--- config.mk ---
export PLATFORM = sky130hd
export DESIGN_NAME = dcs_top
export DESIGN_NICKNAME = d
export VERILOG_FILES = /design/src/include/dcs_pkg.sv /design/src/include/dcs_ch_if.sv /design/src/design/dcs_arb.sv /design/src/design/dcs_chan.sv /design/src/design/dcs_top.sv
export VERILOG_INCLUDE_DIRS = /design/src /design/src/include
export SDC_FILE = /design/constraint.sdc
export NUM_CORES = 2
export LEC_CHECK = 0
export ABC_CLOCK_PERIOD_IN_PS = 5600
export BUFFER_PORTS_ARGS = -buffer_cell sky130_fd_sc_hd__clkbuf_2
export CAP_MARGIN = 25
export CORE_ASPECT_RATIO = 1.75
export CORE_MARGIN = 2
export CORE_UTILIZATION = 57
export CTS_CLUSTER_DIAMETER = 200
export CTS_CLUSTER_SIZE = 14
export DETAILED_ROUTE_END_ITERATION = 8
export PLACE_DENSITY_LB_ADDON = 0.12
export SYNTH_ARGS = -nofsm -noshare
export SYNTH_HDL_FRONTEND = slang
export SYNTH_SLANG_ARGS = --single-unit
--- constraint.sdc ---
create_clock -name core_clk_in -period 5.6 [get_ports core_clk_in]
set_input_delay 1.12 -clock core_clk_in [delete_from_list [all_inputs] [get_ports core_clk_in]]
set_output_delay 1.12 -clock core_clk_in [all_outputs]
set_load 0.02 [all_outputs]
--- src/include/dcs_cfg.svh ---
`ifndef DCS_CFG_SVH
`define DCS_CFG_SVH
// ==========================================================
// register map, byte addresses on the apb side
`define DCS_AW 12
`define DCS_A_GMODE 12'h000
`define DCS_PG_CMODE 8'h01
`define DCS_PG_CSTAT 8'h02
`define DCS_PG_RAM 4'h1
// ==========================================================
// global mode/status fields and reset values
`define DCS_G_PAR 0
`define DCS_G_MASK_LSB 4
`define DCS_G_ORD_LSB 8
`define DCS_RST_PAR 1'b1
`define DCS_RST_MASK 4'hf
`define DCS_RST_ORD 8'he4
// ==========================================================
// channel mode and channel status fields
`define DCS_CM_ACT 0
`define DCS_CM_INS_LSB 1
`define DCS_CS_RQP 0
`define DCS_CS_END 1
`define DCS_CS_ERR_LSB 2
`define DCS_CS_RST 7
// ==========================================================
// instruction mode/link word and word slots
`define DCS_MW_ACT 0
`define DCS_MW_CHAIN 1
`define DCS_MW_XM_LSB 2
`define DCS_MW_IVL 4
`define DCS_MW_LINK_LSB 5
`define DCS_W_MODE 3'h0
`define DCS_W_ADR 3'h1
`define DCS_W_CNT 3'h2
`define DCS_W_IVL 3'h3
// ==========================================================
// timing and configuration snoop
`define DCS_CLK_NS 10
`define DCS_MC_NS 20
`define DCS_MC_CLKS (`DCS_MC_NS / `DCS_CLK_NS)
`define DCS_CFG_ADDR 16'h8410
`define DCS_CFG_PAR_BIT 0
`endif

--- src/include/dcs_pkg.sv ---
package dcs_pkg;
  typedef enum logic [2:0] {
    idle_state = 3'b000,
    await_instruction_state = 3'b001,
    await_grant_state = 3'b010,
    transfer_state = 3'b011,
    await_regrant_state = 3'b100,
    error_state = 3'b101
  } dcs_state_e;
  typedef enum logic [1:0] {
    xm_single = 2'b00,
    xm_double = 2'b01,
    xm_area_ext = 2'b10,
    xm_area_burst = 2'b11
  } dcs_xm_e;
  typedef logic [7:0] dcs_order_t;
endpackage : dcs_pkg

--- src/include/dcs_ch_if.sv ---
`timescale 1ns/1ns
`default_nettype none
interface dcs_ch_if;
  logic activate;
  logic kill;
  logic frst;
  logic fetch_ok;
  logic req;
  logic link_act;
  logic win;
  logic udone;
  logic bdone;
  logic chained;
  logic glost;
  logic err;
  logic end_flag;
  dcs_pkg::dcs_state_e st;
  modport ctl(output activate, kill, frst, fetch_ok, req, link_act, win,
    udone, bdone, chained, glost, err, end_flag, input st);
  modport chan(input activate, kill, frst, fetch_ok, req, link_act, win,
    udone, bdone, chained, glost, err, end_flag, output st);
endinterface : dcs_ch_if
`default_nettype wire

--- src/design/dcs_arb.sv ---
`timescale 1ns/1ns
`default_nettype none
module dcs_arb (
  input wire logic [3:0] el_in,
  input wire dcs_pkg::dcs_order_t order_in,
  output logic [1:0] win_out,
  output logic any_out
);
  import dcs_pkg::*;
  // slot 0 is the highest rank; scanned last so it overrides
  always_comb begin
    win_out = 2'h0;
    any_out = 1'b0;
    for (int k = 3; k >= 0; k--) begin
      if (el_in[order_in[k*2 +: 2]]) begin
        win_out = order_in[k*2 +: 2];
        any_out = 1'b1;
      end
    end
  end
endmodule : dcs_arb
`default_nettype wire

--- src/design/dcs_chan.sv ---
`timescale 1ns/1ns
`default_nettype none
module dcs_chan (
  input wire logic core_clk_in,
  input wire logic rstn_in,
  dcs_ch_if.chan cif
);
  import dcs_pkg::*;
  dcs_state_e st_r, st_nxt;
  logic fin_r, fin_nxt;

  always_ff @(posedge core_clk_in) begin
    if (!rstn_in) begin
      st_r <= idle_state; // [RULE7]
      fin_r <= 1'b0;
    end else begin
      st_r <= st_nxt;
      fin_r <= fin_nxt;
    end
  end

  always_comb begin
    st_nxt = st_r;
    fin_nxt = fin_r;
    case (st_r) // [RULE6]
      idle_state: begin
        if (cif.activate) st_nxt = await_instruction_state; // [RULE8]
      end
      await_instruction_state: begin
        if (cif.err) st_nxt = error_state; // [RULE9]
        else if (cif.fetch_ok && cif.req) st_nxt = await_grant_state; // [RULE10]
      end
      await_grant_state: begin
        if (!cif.link_act) st_nxt = idle_state; // [RULE11]
        else if (cif.win) st_nxt = transfer_state; // [RULE12]
      end
      transfer_state: begin
        if (cif.err) begin
          st_nxt = error_state; // [RULE13] [RULE19]
        end else if (fin_r) begin
          if (!cif.end_flag) begin
            st_nxt = idle_state; // [RULE17]
            fin_nxt = 1'b0;
          end
        end else if (cif.bdone) begin
          if (cif.chained) st_nxt = await_instruction_state; // [RULE17]
          else fin_nxt = 1'b1;
        end else if (cif.udone) begin
          st_nxt = await_grant_state; // [RULE14]
        end else if (cif.glost) begin
          st_nxt = await_regrant_state; // [RULE15]
        end
      end
      await_regrant_state: begin
        if (cif.err) st_nxt = error_state;
        else if (cif.win) st_nxt = transfer_state; // [RULE15]
      end
      error_state: begin
        if (!cif.err) st_nxt = idle_state; // [RULE20]
      end
      default: st_nxt = idle_state;
    endcase
    if (cif.frst) begin
      st_nxt = idle_state; // [RULE7]
      fin_nxt = 1'b0;
    end else if (cif.kill && st_r != idle_state && st_r != error_state) begin
      st_nxt = idle_state; // [RULE18]
      fin_nxt = 1'b0;
    end
  end

  assign cif.st = st_r;
endmodule : dcs_chan
`default_nettype wire

--- src/design/dcs_top.sv ---
// How it works
// RULE1: reset gives disabled, odd parity, all masked, order 0,1,2,3,cascade. Here enable follows the pin and the order holds four channel slots only.
// RULE2: snooped config read at 0x8410 latches the parity select bit.
// RULE3: software may later rewrite parity through the global mode register.
// RULE4: controller runs only while the enable pin is high.
// RULE5: priority order and masks rewritable any time via global register.
// RULE6: each channel owns a six-state machine.
// RULE7: reset or a status flag reset puts a channel in idle.
// RULE8: activating mode write moves idle to await-instruction, no parity check.
// RULE9: fetch eight instruction words; parity error goes to error.
// RULE10: after fetch, hardware request or pending bit moves to await-grant.
// RULE11: mode/link word that deactivates sends channel back to idle.
// RULE12: await-grant holds until the arbiter grants, then transfers.
// RULE13: any transfer error moves the channel straight to error.
// RULE14: single, double, external area modes drop request after each unit.
// RULE15: burst keeps request; lost grant waits in await-regrant.
// RULE16: burst with interval timing counts the interval between transfers.
// RULE17: block end sets end flag and waits, or chains to fetch.
// RULE18: deactivation during transfer abandons it and returns to idle.
// RULE19: parity, protect or address fault during access gives error.
// RULE20: error state raises interrupt; leaves only when error flags clear.
// RULE21: single mode request lasts one bus cycle, dropped within it.
// RULE22: machine cycle is two clocks; peripheral request extends single cycle.
// RULE23: interrupt is one low pulse even for simultaneous errors.
// RULE24: highest ranked waiting channel is served first.
// RULE25: acknowledge of the served channel is low during its transfer.
//
// The placing of the registers and the APB slave port were decided locally.
`timescale 1ns/1ns
`default_nettype none
`include "dcs_cfg.svh"
module dcs_top #(
  parameter int NINS = 8,
  parameter int IWORDS = 8
) (
  input wire logic core_clk_in,
  input wire logic rstn_in,
  input wire logic psel_in,
  input wire logic penable_in,
  input wire logic pwrite_in,
  input wire logic [`DCS_AW-1:0] paddr_in,
  input wire logic [31:0] pwdata_in,
  output logic [31:0] prdata_out,
  output logic pready_out,
  output logic pslverr_out,
  input wire logic controller_enable_pin_in,
  input wire logic io_cfg_rd_in,
  input wire logic [15:0] io_addr_in,
  input wire logic [15:0] io_data_in,
  input wire logic [3:0] dreq_low_in,
  output logic [3:0] dack_low_out,
  output logic bus_request_low_out,
  input wire logic bus_grant_low_in,
  input wire logic rdy_low_in,
  input wire logic bus_parity_error_in,
  input wire logic memory_protect_fault_in,
  input wire logic external_address_fault_in,
  output logic interrupt_out_low,
  output logic [15:0] bus_addr_out,
  output logic [3:0] ch_state_busy_out,
  input wire dcs_pkg::dcs_order_t fetch_order_in
);
  import dcs_pkg::*;
  localparam int NCH = 4;
  localparam int IW = $clog2(NINS);
  localparam int WW = $clog2(IWORDS);
  localparam int RAW = IW + WW;
  localparam int MCC = `DCS_MC_CLKS;

  // ==========================================================
  // helpers
  function automatic logic par_gen(input logic [15:0] d, input logic odd);
    return (^d) ^ odd;
  endfunction : par_gen

  function automatic logic par_ok(input logic [16:0] w, input logic odd);
    return (^w) == odd;
  endfunction : par_ok

  // ==========================================================
  // storage
  logic par_odd_r;
  logic [3:0] mask_r;
  dcs_order_t order_r;
  logic cfg_seen_r;
  logic [16:0] ram [NINS*IWORDS];
  logic [NCH-1:0] act_r, crqp_r, end_of_transfer_flag_r, fetched_r;
  logic [IW-1:0] ins_r [NCH];
  logic [3:0] err_r [NCH];
  logic [15:0] mw_r [NCH];
  logic [15:0] adr_r [NCH];
  logic [15:0] cnt_r [NCH];
  logic [15:0] ivw_r [NCH];
  logic fb_r;
  logic [1:0] fc_r;
  logic [WW-1:0] fw_r;
  logic [1:0] mc_cnt_r;
  logic ov_r;
  logic [1:0] own_r;
  logic [1:0] xph_r;
  logic ucnt_r;
  logic [15:0] ivl_r;
  logic [31:0] prdata_r;
  logic pslverr_r;
  logic irq_r;
  logic any_err_d_r;
  logic [15:0] baddr_r;
  dcs_state_e st [NCH];

  // ==========================================================
  // apb decode
  wire en = controller_enable_pin_in; // [RULE4]
  wire setup = psel_in & ~penable_in;
  wire wr = psel_in & penable_in & pwrite_in;
  wire a_g = paddr_in == `DCS_A_GMODE;
  wire a_cm = paddr_in[11:4] == `DCS_PG_CMODE;
  wire a_cs = paddr_in[11:4] == `DCS_PG_CSTAT;
  wire a_ram = paddr_in[11:8] == `DCS_PG_RAM;
  wire [1:0] ach = paddr_in[3:2];
  wire [RAW-1:0] aram = paddr_in[RAW+1:2];
  wire aligned = paddr_in[1:0] == 2'h0;
  wire mapped = aligned & (a_g | a_cm | a_cs | a_ram);
  logic [31:0] rd_mux;

  always_comb begin
    rd_mux = 32'h0000_0000;
    if (a_g) begin
      rd_mux = {15'h0000, en, order_r, mask_r, 3'h0, par_odd_r};
    end else if (a_cm) begin
      rd_mux = {28'h0000000, 3'(ins_r[ach]), act_r[ach]};
    end else if (a_cs) begin
      rd_mux = {21'h000000, st[ach], 2'h0, err_r[ach],
        end_of_transfer_flag_r[ach], crqp_r[ach]};
    end else if (a_ram) begin
      rd_mux = {15'h0000, ram[aram]};
    end
  end

  // read data is captured at setup so it is stable in the access phase
  always_ff @(posedge core_clk_in) begin
    if (!rstn_in) begin
      prdata_r <= 32'h0000_0000;
      pslverr_r <= 1'b0;
    end else if (setup) begin
      prdata_r <= mapped ? rd_mux : 32'h0000_0000;
      pslverr_r <= ~mapped;
    end
  end

  assign prdata_out = prdata_r;
  assign pslverr_out = pslverr_r;
  assign pready_out = 1'b1;

  // ==========================================================
  // global mode and configuration snoop
  wire snoop = io_cfg_rd_in & (io_addr_in == `DCS_CFG_ADDR) & ~cfg_seen_r;
  wire wg = wr & a_g & aligned;

  always_ff @(posedge core_clk_in) begin
    if (!rstn_in) begin
      par_odd_r <= `DCS_RST_PAR; // [RULE1]
      mask_r <= `DCS_RST_MASK;
      order_r <= `DCS_RST_ORD;
      cfg_seen_r <= 1'b0;
    end else begin
      if (snoop) cfg_seen_r <= 1'b1;
      if (wg) begin
        par_odd_r <= pwdata_in[`DCS_G_PAR]; // [RULE3]
        mask_r <= pwdata_in[`DCS_G_MASK_LSB +: 4]; // [RULE5]
        order_r <= pwdata_in[`DCS_G_ORD_LSB +: 8];
      end else if (snoop) begin
        par_odd_r <= io_data_in[`DCS_CFG_PAR_BIT]; // [RULE2]
      end
    end
  end

  // instruction ram carries its parity bit; no reset on purpose
  always_ff @(posedge core_clk_in) begin
    if (wr & a_ram & aligned)
      ram[aram] <= {par_gen(pwdata_in[15:0], par_odd_r), pwdata_in[15:0]};
  end

  // ==========================================================
  // machine cycle divider
  wire mc_tick = mc_cnt_r == 2'(MCC - 1);

  always_ff @(posedge core_clk_in) begin
    if (!rstn_in) mc_cnt_r <= 2'h0;
    else mc_cnt_r <= mc_tick ? 2'h0 : mc_cnt_r + 2'h1;
  end

  // ==========================================================
  // instruction fetch, one word per machine cycle
  logic [NCH-1:0] fneed;
  logic [1:0] fsel;
  logic fany;
  wire [16:0] fword = ram[{ins_r[fc_r], fw_r}];
  wire fok = par_ok(fword, par_odd_r);
  wire fstep = fb_r & (st[fc_r] == await_instruction_state) & mc_tick;
  wire flast = fw_r == WW'(IWORDS - 1);

  // order taken from the fetch_order_in pins: fetch never touches the bus
  dcs_arb u_farb (
    .el_in(fneed),
    .order_in(fetch_order_in),
    .win_out(fsel),
    .any_out(fany)
  );

  always_ff @(posedge core_clk_in) begin
    if (!rstn_in) begin
      fb_r <= 1'b0;
      fc_r <= 2'h0;
      fw_r <= '0;
    end else if (!fb_r) begin
      if (fany) begin
        fb_r <= 1'b1;
        fc_r <= fsel;
        fw_r <= '0;
      end
    end else if (st[fc_r] != await_instruction_state) begin
      fb_r <= 1'b0;
    end else if (mc_tick) begin
      if (!fok || flast) fb_r <= 1'b0; // [RULE9]
      else fw_r <= WW'(fw_r + 1'b1);
    end
  end

  // ==========================================================
  // bus arbitration and transfer timing
  logic [NCH-1:0] el;
  logic [1:0] win;
  logic wany;
  wire granted = ~bus_grant_low_in;
  wire take = en & granted & ~ov_r & wany;
  dcs_xm_e oxm;
  assign oxm = dcs_xm_e'(mw_r[own_r][`DCS_MW_XM_LSB +: 2]);
  wire ochain = mw_r[own_r][`DCS_MW_CHAIN];
  wire burst = oxm == xm_area_burst;
  wire run = ov_r & granted & en;
  wire ivl_busy = ivl_r != 16'h0000;
  wire ph_end = xph_r == 2'(MCC - 1);
  wire hs_hold = (oxm == xm_single) & ~dreq_low_in[own_r]; // [RULE22]
  wire fault = bus_parity_error_in | memory_protect_fault_in
    | external_address_fault_in;
  wire ferr = run & ~ivl_busy & ph_end & fault; // [RULE19]
  wire wdone = run & ~ivl_busy & ph_end & ~rdy_low_in & ~hs_hold & ~fault;
  wire last = cnt_r[own_r] <= 16'h0001;
  wire bdone = wdone & last;
  wire udone = wdone & ~last & ((oxm == xm_single) | (oxm == xm_area_ext)
    | ((oxm == xm_double) & ucnt_r)); // [RULE14]
  wire glost = ov_r & ~granted & burst; // [RULE15]
  logic [NCH-1:0] kill, frst, wcm, wcs, mine, fdone, fbad;
  wire drop = kill[own_r] | frst[own_r];

  dcs_arb u_arb (
    .el_in(el),
    .order_in(order_r),
    .win_out(win),
    .any_out(wany)
  ); // [RULE24]

  always_ff @(posedge core_clk_in) begin
    if (!rstn_in) begin
      ov_r <= 1'b0;
      own_r <= 2'h0;
      xph_r <= 2'h0;
      ucnt_r <= 1'b0;
      ivl_r <= 16'h0000;
    end else if (take) begin
      ov_r <= 1'b1;
      own_r <= win;
      xph_r <= 2'h0;
      ucnt_r <= 1'b0;
    end else begin
      ov_r <= ov_r & ~(bdone | udone | ferr | glost | drop); // [RULE13]
      if (run & ~ivl_busy) xph_r <= ph_end ? 2'h0 : xph_r + 2'h1;
      if (wdone) ucnt_r <= ~ucnt_r;
      // interval is counted in machine cycles before the next word
      if (wdone & burst & mw_r[own_r][`DCS_MW_IVL] & ~last)
        ivl_r <= ivw_r[own_r]; // [RULE16]
      else if (ivl_busy & mc_tick)
        ivl_r <= ivl_r - 16'h0001;
    end
  end

  // single and double give the bus back once granted; burst keeps it
  wire want = (wany & ~ov_r) | (ov_r & burst & ~last); // [RULE21] [RULE15]
  assign bus_request_low_out = ~(en & want);

  // ==========================================================
  // per-channel instruction registers
  always_ff @(posedge core_clk_in) begin
    if (!rstn_in) begin
      for (int c = 0; c < NCH; c++) begin
        mw_r[c] <= 16'h0000;
        adr_r[c] <= 16'h0000;
        cnt_r[c] <= 16'h0000;
        ivw_r[c] <= 16'h0000;
      end
    end else begin
      for (int c = 0; c < NCH; c++) begin
        if (fstep & fok & (fc_r == 2'(c))) begin
          case (3'(fw_r))
            `DCS_W_MODE: mw_r[c] <= fword[15:0];
            `DCS_W_ADR: adr_r[c] <= fword[15:0];
            `DCS_W_CNT: cnt_r[c] <= fword[15:0];
            `DCS_W_IVL: ivw_r[c] <= fword[15:0];
            default: ;
          endcase
        end else if (wdone & mine[c]) begin
          adr_r[c] <= adr_r[c] + 16'h0001;
          cnt_r[c] <= cnt_r[c] - 16'h0001;
        end
      end
    end
  end

  // ==========================================================
  // per-channel control and status flags
  // hardware set wins over a software clear in the same cycle
  logic [3:0] eset [NCH];
  logic [3:0] eclr [NCH];

  always_ff @(posedge core_clk_in) begin
    if (!rstn_in) begin
      act_r <= '0;
      crqp_r <= '0;
      end_of_transfer_flag_r <= '0;
      fetched_r <= '0;
      for (int c = 0; c < NCH; c++) begin
        ins_r[c] <= '0;
        err_r[c] <= 4'h0;
      end
    end else begin
      for (int c = 0; c < NCH; c++) begin
        if (wcm[c]) begin
          act_r[c] <= pwdata_in[`DCS_CM_ACT];
          ins_r[c] <= pwdata_in[`DCS_CM_INS_LSB +: IW];
        end else if (mine[c] & bdone & ochain) begin
          ins_r[c] <= mw_r[c][`DCS_MW_LINK_LSB +: IW]; // [RULE17]
        end
        crqp_r[c] <= (wcs[c] & pwdata_in[`DCS_CS_RQP])
          | (crqp_r[c] & ~frst[c] & ~(take & (win == 2'(c))));
        end_of_transfer_flag_r[c] <= (mine[c] & bdone & ~ochain)
          | (end_of_transfer_flag_r[c] & ~frst[c]
          & ~(wcs[c] & pwdata_in[`DCS_CS_END])); // [RULE17]
        err_r[c] <= eset[c] | (err_r[c] & ~eclr[c]); // [RULE20]
        fetched_r[c] <= (st[c] == await_instruction_state)
          & (fetched_r[c] | fdone[c]);
      end
    end
  end

  // ==========================================================
  // channels
  for (genvar c = 0; c < NCH; c++) begin : g_ch
    dcs_ch_if cif ();
    wire me = ov_r & (own_r == 2'(c));
    assign mine[c] = me;
    assign wcm[c] = wr & a_cm & aligned & (ach == 2'(c));
    assign wcs[c] = wr & a_cs & aligned & (ach == 2'(c));
    assign frst[c] = wcs[c] & pwdata_in[`DCS_CS_RST]; // [RULE7]
    assign kill[c] = wcm[c] & ~pwdata_in[`DCS_CM_ACT]; // [RULE18]
    assign fdone[c] = fstep & fok & flast & (fc_r == 2'(c));
    assign fbad[c] = fstep & ~fok & (fc_r == 2'(c)); // [RULE9]
    assign fneed[c] = en & (st[c] == await_instruction_state)
      & ~fetched_r[c] & ~end_of_transfer_flag_r[c];
    assign el[c] = en & (((st[c] == await_grant_state)
      & mw_r[c][`DCS_MW_ACT]) | (st[c] == await_regrant_state));
    assign eset[c] = {me & ferr & external_address_fault_in,
      me & ferr & memory_protect_fault_in,
      me & ferr & bus_parity_error_in, fbad[c]}; // [RULE19]
    assign eclr[c] = frst[c] ? 4'hf
      : (wcs[c] ? pwdata_in[`DCS_CS_ERR_LSB +: 4] : 4'h0);
    // mode write carries no parity check on activation
    assign cif.activate = wcm[c] & pwdata_in[`DCS_CM_ACT]; // [RULE8]
    assign cif.kill = kill[c];
    assign cif.frst = frst[c];
    assign cif.fetch_ok = fetched_r[c];
    // masking gates only the external request line
    assign cif.req = en & ((~dreq_low_in[c] & ~mask_r[c]) | crqp_r[c]); // [RULE10]
    assign cif.link_act = mw_r[c][`DCS_MW_ACT]; // [RULE11]
    assign cif.win = take & (win == 2'(c)); // [RULE12]
    assign cif.udone = me & udone;
    assign cif.bdone = me & bdone;
    assign cif.chained = ochain;
    assign cif.glost = me & glost;
    assign cif.err = |err_r[c];
    assign cif.end_flag = end_of_transfer_flag_r[c];
    assign st[c] = cif.st;
    assign dack_low_out[c] = ~(me & granted); // [RULE25]
    assign ch_state_busy_out[c] = cif.st != idle_state;

    dcs_chan u_chan (
      .core_clk_in(core_clk_in),
      .rstn_in(rstn_in),
      .cif(cif.chan)
    );
  end

  // ==========================================================
  // interrupt and bus address
  logic any_err;
  always_comb begin
    any_err = 1'b0;
    for (int c = 0; c < NCH; c++)
      any_err = any_err | (st[c] == error_state);
  end

  // one pulse per rise of the combined error level, not per channel
  always_ff @(posedge core_clk_in) begin
    if (!rstn_in) begin
      any_err_d_r <= 1'b0;
      irq_r <= 1'b1;
      baddr_r <= 16'h0000;
    end else begin
      any_err_d_r <= any_err;
      irq_r <= ~(any_err & ~any_err_d_r); // [RULE20] [RULE23]
      if (ov_r) baddr_r <= adr_r[own_r];
    end
  end

  assign interrupt_out_low = irq_r;
  assign bus_addr_out = baddr_r;
endmodule : dcs_top
`default_nettype wire

=== Yosys cells after proc, flatten, opt, wreduce, memory -nomap -nowiden ===
Memory sizes are Yosys's and may differ from the RTL's. A register that Yosys moved wholly into a read port is not among the register bits.
Cells that the tools add are included.

* Word-level logic and storage cells: 826
* Memories kept: 7
* Bits in registers: 111
* Memory bits (writable): 1372
* Bits in latches: 0
* Bits of input ports: 100
* Bits in read-only memories: 0

{| class="wikitable"
|+ Memory list
! memory !! depth !! width !! read ports !! clocked after Yosys merged registers in !! write ports !! RTL line !! text
|-
| ram || 64 || 17 || 2 || 0 || 1 || dcs_top.sv:86 || <nowiki>logic [16:0] ram [NINS*IWORDS];</nowiki>
|-
| adr_r || 4 || 16 || 5 || 1 || 4 || dcs_top.sv:91 || <nowiki>logic [15:0] adr_r [NCH];</nowiki>
|-
| cnt_r || 4 || 16 || 5 || 1 || 4 || dcs_top.sv:92 || <nowiki>logic [15:0] cnt_r [NCH];</nowiki>
|-
| ivw_r || 4 || 16 || 1 || 1 || 4 || dcs_top.sv:93 || <nowiki>logic [15:0] ivw_r [NCH];</nowiki>
|-
| mw_r || 4 || 16 || 5 || 1 || 4 || dcs_top.sv:90 || <nowiki>logic [15:0] mw_r [NCH];</nowiki>
|-
| err_r || 4 || 4 || 5 || 0 || 4 || dcs_top.sv:89 || <nowiki>logic [3:0] err_r [NCH];</nowiki>
|-
| +1 memories || -- || -- || -- || -- || -- || -- ||
|}

* Bitwise operators: 332
* Multiplexer cells: 293
* Shifts and indexed selects: 0
* Equality and inequality tests: 79
* Reductions and logical operators: 58
* Divide/modulo/power cells: 0
* Order comparisons: 13
* Multipliers: 0
* Add/sub/neg operators: 12

{| class="wikitable"
|+ Operators with widths
! cell !! number
|-
| $mux 16 || 26
|-
| $mux 3 || 70
|-
| $and 1x1->1 || 187
|-
| $mux 1 || 143
|-
| $sub 16x1->16 const B || 5
|-
| $or 1x1->1 || 72
|-
| $pmux 3 s6 || 4
|-
| $add 16x1->16 const B || 4
|-
| $mux 32 || 2
|-
| $not 1->1 || 58
|-
| $mux 17 || 3
|-
| $mux 4 || 12
|-
| $mux 2 || 17
|-
| $eq 3x2->1 const B || 10
|-
| $lt 2x3->1 const B || 10
|-
| $bmux 1 s2 || 14
|-
| $eq 3x3->1 const B || 9
|-
| $ne 6x4->1 const B || 4
|-
| $reduce_and 6->1 || 4
|-
| $eq 2x2->1 const B || 10
|-
| $ne 2x2->1 const B || 10
|-
| $ne 5x3->1 const B || 4
|-
| $eq 3x1->1 const B || 6
|-
| $reduce_xor 17->1 || 1
|-
| 35 further kinds || 102
|}

=== Longest topological paths before layout ===
* Depth in word-level cells: 17
* Gate-level depth with buffers: 19

=== Hierarchy ===
From an unflattened synthesis, not the netlist that was laid out.

* Cell total of the unflattened synthesis: 4327
* Area, all modules: 71582.4 µm²

{| class="wikitable"
|+ By module, submodules not included
! module !! times used !! area an instance (µm²) !! cells an instance
|-
| dcs_top || 1 || 69180.1 || 4029
|-
| dcs_chan || 4 || 456.7 || 55
|-
| dcs_arb || 2 || 287.8 || 39
|}

=== Worst setup path after synthesis ===
Ideal clock, no wire load.

* Path type: reg2reg
* From: register fw_r[0]
* To: memory ivw_r[3][0], enable pin
* Clock period less this slack: 5539 ps
* Data arrival time: 5128 ps
* Setup slack: 61 ps
* Required time: 5189 ps
* Path buffers: 6
* Stages on the path, launching flop included: 17
* Cells stage by stage: dfxtp_1 > buf_2 > buf_6 > buf_2 > buf_2 > mux4_2 > mux4_2 > a22o_1 > nor2_1 > xnor2_1 > xnor2_1 > xnor3_2 > xnor2_1 > or3_1 > buf_4 > buf_6 > o21ai_0

{| class="wikitable"
|+ RTL lines
! element !! RTL line !! text
|-
| start: declaration || dcs_top.sv:96 || <nowiki>logic [WW-1:0] fw_r;</nowiki>
|-
| start signal: assignment || dcs_top.sv:225 || <nowiki>else fw_r <= WW'(fw_r + 1'b1);</nowiki>
|-
| end: declaration || dcs_top.sv:93 ||
|}

==> flow_metrics.py <==
metrics = {
    "run_status": {
        "status": "completed",
    },
    "floorplanning": {
        "die_y_um": 471,
        "start_util_pct": 57.3,
        "fp-row-count": 171,
        "die_w_um": 271,
        "ios": 160,
        "dieArea_um2": 127000,
        "core_um2": 124000,
    },
    "cts": {
        "clockBufferDepth": 3,
        "cts_setup_buffers": 0,
        "root_buffer": "clkbuf_16",
        "cts_hold_buf": 0,
        "post_cts_resized": 0,
        "clkTransAtPathRegs_ns": 0.08,
        "cts_tree": "built",
        "h-tree-depth": 3,
        "clkSinkCount": 1456,
        "clk_latency_ns": 0.78,
        "numCtsBuffers": 113,
    },
    "run": {
        "maxCapViolCount": 0,
    },
    "logic_synthesis": {
        "ys_top_cells_by_count": "1,324 x edfxtp_1, 711 x mux4_2, 401 x nor2_1, 216 x nand2_1, 159 x clkbuf_1",
        "synth_top_area_cell": "edfxtp_1",
        "synth_warnings": 0,
        "netlist_area_um2": 71000,
        "synth_cell_types": 84,
        "ys_seq_area_share_pct": 59.7,
        "syn-mean-instance-area_um2": 16.4,
        "syn_inst": 4328,
        "synth_most_common_cell": "edfxtp_1",
        "synthArstFlopShare_pct": 0,
        "netlist.area_leader.share_pct": 56.0,
        "ys_top_cells_by_area": "edfxtp_1 56%, mux4_2 23%, dfxtp_1 3.7%",
        "synth_seq_cells": 1456,
        "synthFlopType": "edfxtp_1",
        "synth-edff-count": 1324,
    },
    "timing": {
        "period_share_pct": 97.5,
        "fin_ws_ns": 0.140,
        "rsz0062_at_grt": "no",
        "min_period_ns": 5.46,
        "clock_skew_ns": 0.0343,
        "setup_violations": 0,
        "fmax_mhz": 183,
        "slew_headroom_pct": 25.5,
        "worst_pin_slew_ns": 1.12,
        "maxSlewViolCount": 0,
        "hold_viol": 0,
        "fin_tns_setup_ns": 0,
    },
    "setup_path": {
        "cp.buffers_inverters": 3,
        "worstSetupEndpointType": "flip-flop",
        "critPathLaunchType": "flip-flop",
        "critPathMostFrequentCell": "nand2_1",
        "crit_path_max_incr_delay_ns": 0.76,
        "worstPathCellList": "buf_12, buf_4, mux4_2, mux4_2, nand2_1, nand2_1, a21oi_1, xnor3_1, xnor3_2, xor2_2, nand2_1, o21ai_1, buf_4",
        "r2r_cells": 13,
        "cp.depth": 13,
        "path_delay_family": "XOR/XNOR gates",
        "cp_slowest_cell": "dfxtp_4",
        "crit_arrival_ns": 5.90,
        "cp.required_ns": 6.04,
        "critical_path_class": "flip-flop to flip-flop",
        "worst-path-max-fanout": 24,
    },
    "global_routing": {
        "grt_overflow": 0,
        "grt_pass1_vias": 44674,
        "track_usage_pct": 37.4,
        "grt_pass1_wl_mm": 330,
        "antenna_found_initial": 14,
        "grt_max_degree": 67,
    },
    "placed_design": {
        "port_buffers": 112,
        "routabilityCongestion": 1.02,
        "post-dp-hpwl_mm": 164,
        "pre_cts_ws_ns": 0.305,
    },
    "cells_and_area": {
        "area_delta_synth_final_pct": 10.5,
        "drive_gt1_share_pct": 30.7,
        "fin_nets": 4671,
        "post-route-util_pct": 63.3,
        "fill_cells": 8815,
    },
    "detailed_routing": {
        "avgViaCountPerCell": 7.11,
        "ant_nets": 0,
        "wl_mm": 236,
        "routedWlPerCell_um": 37.8,
        "drc_errors": 0,
        "first_pass_iters": 8,
        "num_vias": 44504,
        "drtIter0Drc": 5755,
    },
    "pwr": {
        "leakage_nw": 24.6,
        "powerDensity_nw_per_um2": 309,
        "ir_drop_mv": 0.468,
    },
    "min_path": {
        "holdPathStages": 1,
        "min_path_type": "flip-flop to flip-flop",
    },
}
[cell type report]
cell class              instances  area (um2)  share of cell area [%]
clock inverters                 5        70.1                  0.0893
clock buffers                 157        3040                    3.87
multi-input cells            2522       27200                    34.7
flip-flops and latches       1456       42400                    54.1
diodes                         11        27.5                  0.0351
inverters                      51         195                   0.249
well taps                    1643        2060                    2.62
repair buffers                410        3410                    4.35
[registers in the layout, indices dropped and copies added (netlist names), 4 cells and up, named ones only]
| register | count |
|---|---|
| ivl_r | 16 |
| ivw_r | 64 |
| bus_addr_out | 16 |
| g_ch.u_chan.cif.st | 12 |
| fetched_r | 4 |
| mw_r | 32 |
| g_ch.u_chan.fin_r | 4 |
| prdata_out | 17 |
| adr_r | 64 |
| ram | 1088 |
| order_r | 8 |
| cnt_r | 64 |
| act_r | 4 |
| ins_r | 12 |
| crqp_r | 4 |
| end_of_transfer_flag_r | 4 |
| err_r | 16 |
| mask_r | 4 |
[report_power, final]
part / internal (W) / switching [W] / leakage (nW)
sequential: 0.0121 / 0.000152 / 13.3
clock: 0.00373 / 0.00379 / 1.50
combinational: 0.00147 / 0.00303 / 9.87
[worst paths after layout]
check	startpoint	end	slack, ns
worst max-delay path	fw_r[1]$_SDFFE_PN0P_	ivw_r[1][14]$_SDFFCE_PN0P_	0.14
worst min-delay path	any_err_d_r$_SDFF_PN0_	interrupt_out_low$_SDFF_PN1_	0.41
worst max register to register	fw_r[1]$_SDFFE_PN0P_	ivw_r[1][14]$_SDFFCE_PN0P_	0.14
worst min register to register	any_err_d_r$_SDFF_PN0_	interrupt_out_low$_SDFF_PN1_	0.41
[logic make-up (layout without fill, tap and decap cells)]
group | after synthesis | after routing | synth area share (%)
buffers and inverters | 364 | 623 | 2.33
XOR/XNOR | 146 | 146 | 1.87
AND/OR/NAND/NOR | 985 | 985 | 6.40
flip-flops | 1456 | 1456 | 59.7
AO/OA/AOI/OAI | 507 | 507 | 4.58
other | 2 | 27 | 0.0106
adder cells (fa/ha/maj) | 17 | 17 | 0.300
multiplexers | 851 | 851 | 24.8
[cells in the final DEF, fill, tap and decap left out, types with 15 or more instances in the layout]
cell type  synthesis  routed
edfxtp_1        1324    1324
mux4_2           711     710
nor2_1           401     337
buf_4             24     252
nand2_1          216     216
dfxtp_1          132     127
o22ai_1          117     117
a21oi_1          116     115
clkbuf_16          0     115
clkbuf_2           1     109
xnor2_1           97      96
nand3_1           93      93
mux2i_1           92      92
o21ai_0           95      90
nor2_2             0      57
inv_1             50      49
buf_12             0      47
xor2_1            45      45
nor3_1            44      43
clkbuf_1         159      42
and3_1            32      32
mux2_4            32      32
nor4_1            28      28
nand2b_1          28      28
or2_2             27      27
a211oi_1          23      23
or3_1             22      21
nor2b_1           19      19
o211ai_1          18      18
and2_1            18      18
a22oi_1           17      17
ha_1              17      17
conb_1             2      16
mux2_2            15      15
a31oi_1           15      15
[per-stage QoR]
stage	power [W]	std cells	hold slack [ns]	area [um2]
after floorplan	0.0150	4342	0.386	71000
after global placement	0.0168	6082	0.396	75300
after detailed placement	0.0169	6082	0.404	75300
after CTS	0.0242	6244	0.415	78400
after global routing	0.0248	6251	0.438	78400
final	0.0243	6255	0.408	78400
[routing by layer]
metal	part of all wire (%)	up-vias	wire length (um)	track usage (%)
li1	-	18043	-	-
met1	31	22948	72400	40.9
met2	50	2719	118000	62.7
met3	8.3	784	19600	6.73
met4	11	10	26000	32.9
met5	0.024	-	57	0
No activity file was read; power rests on OpenSTA's default activity.
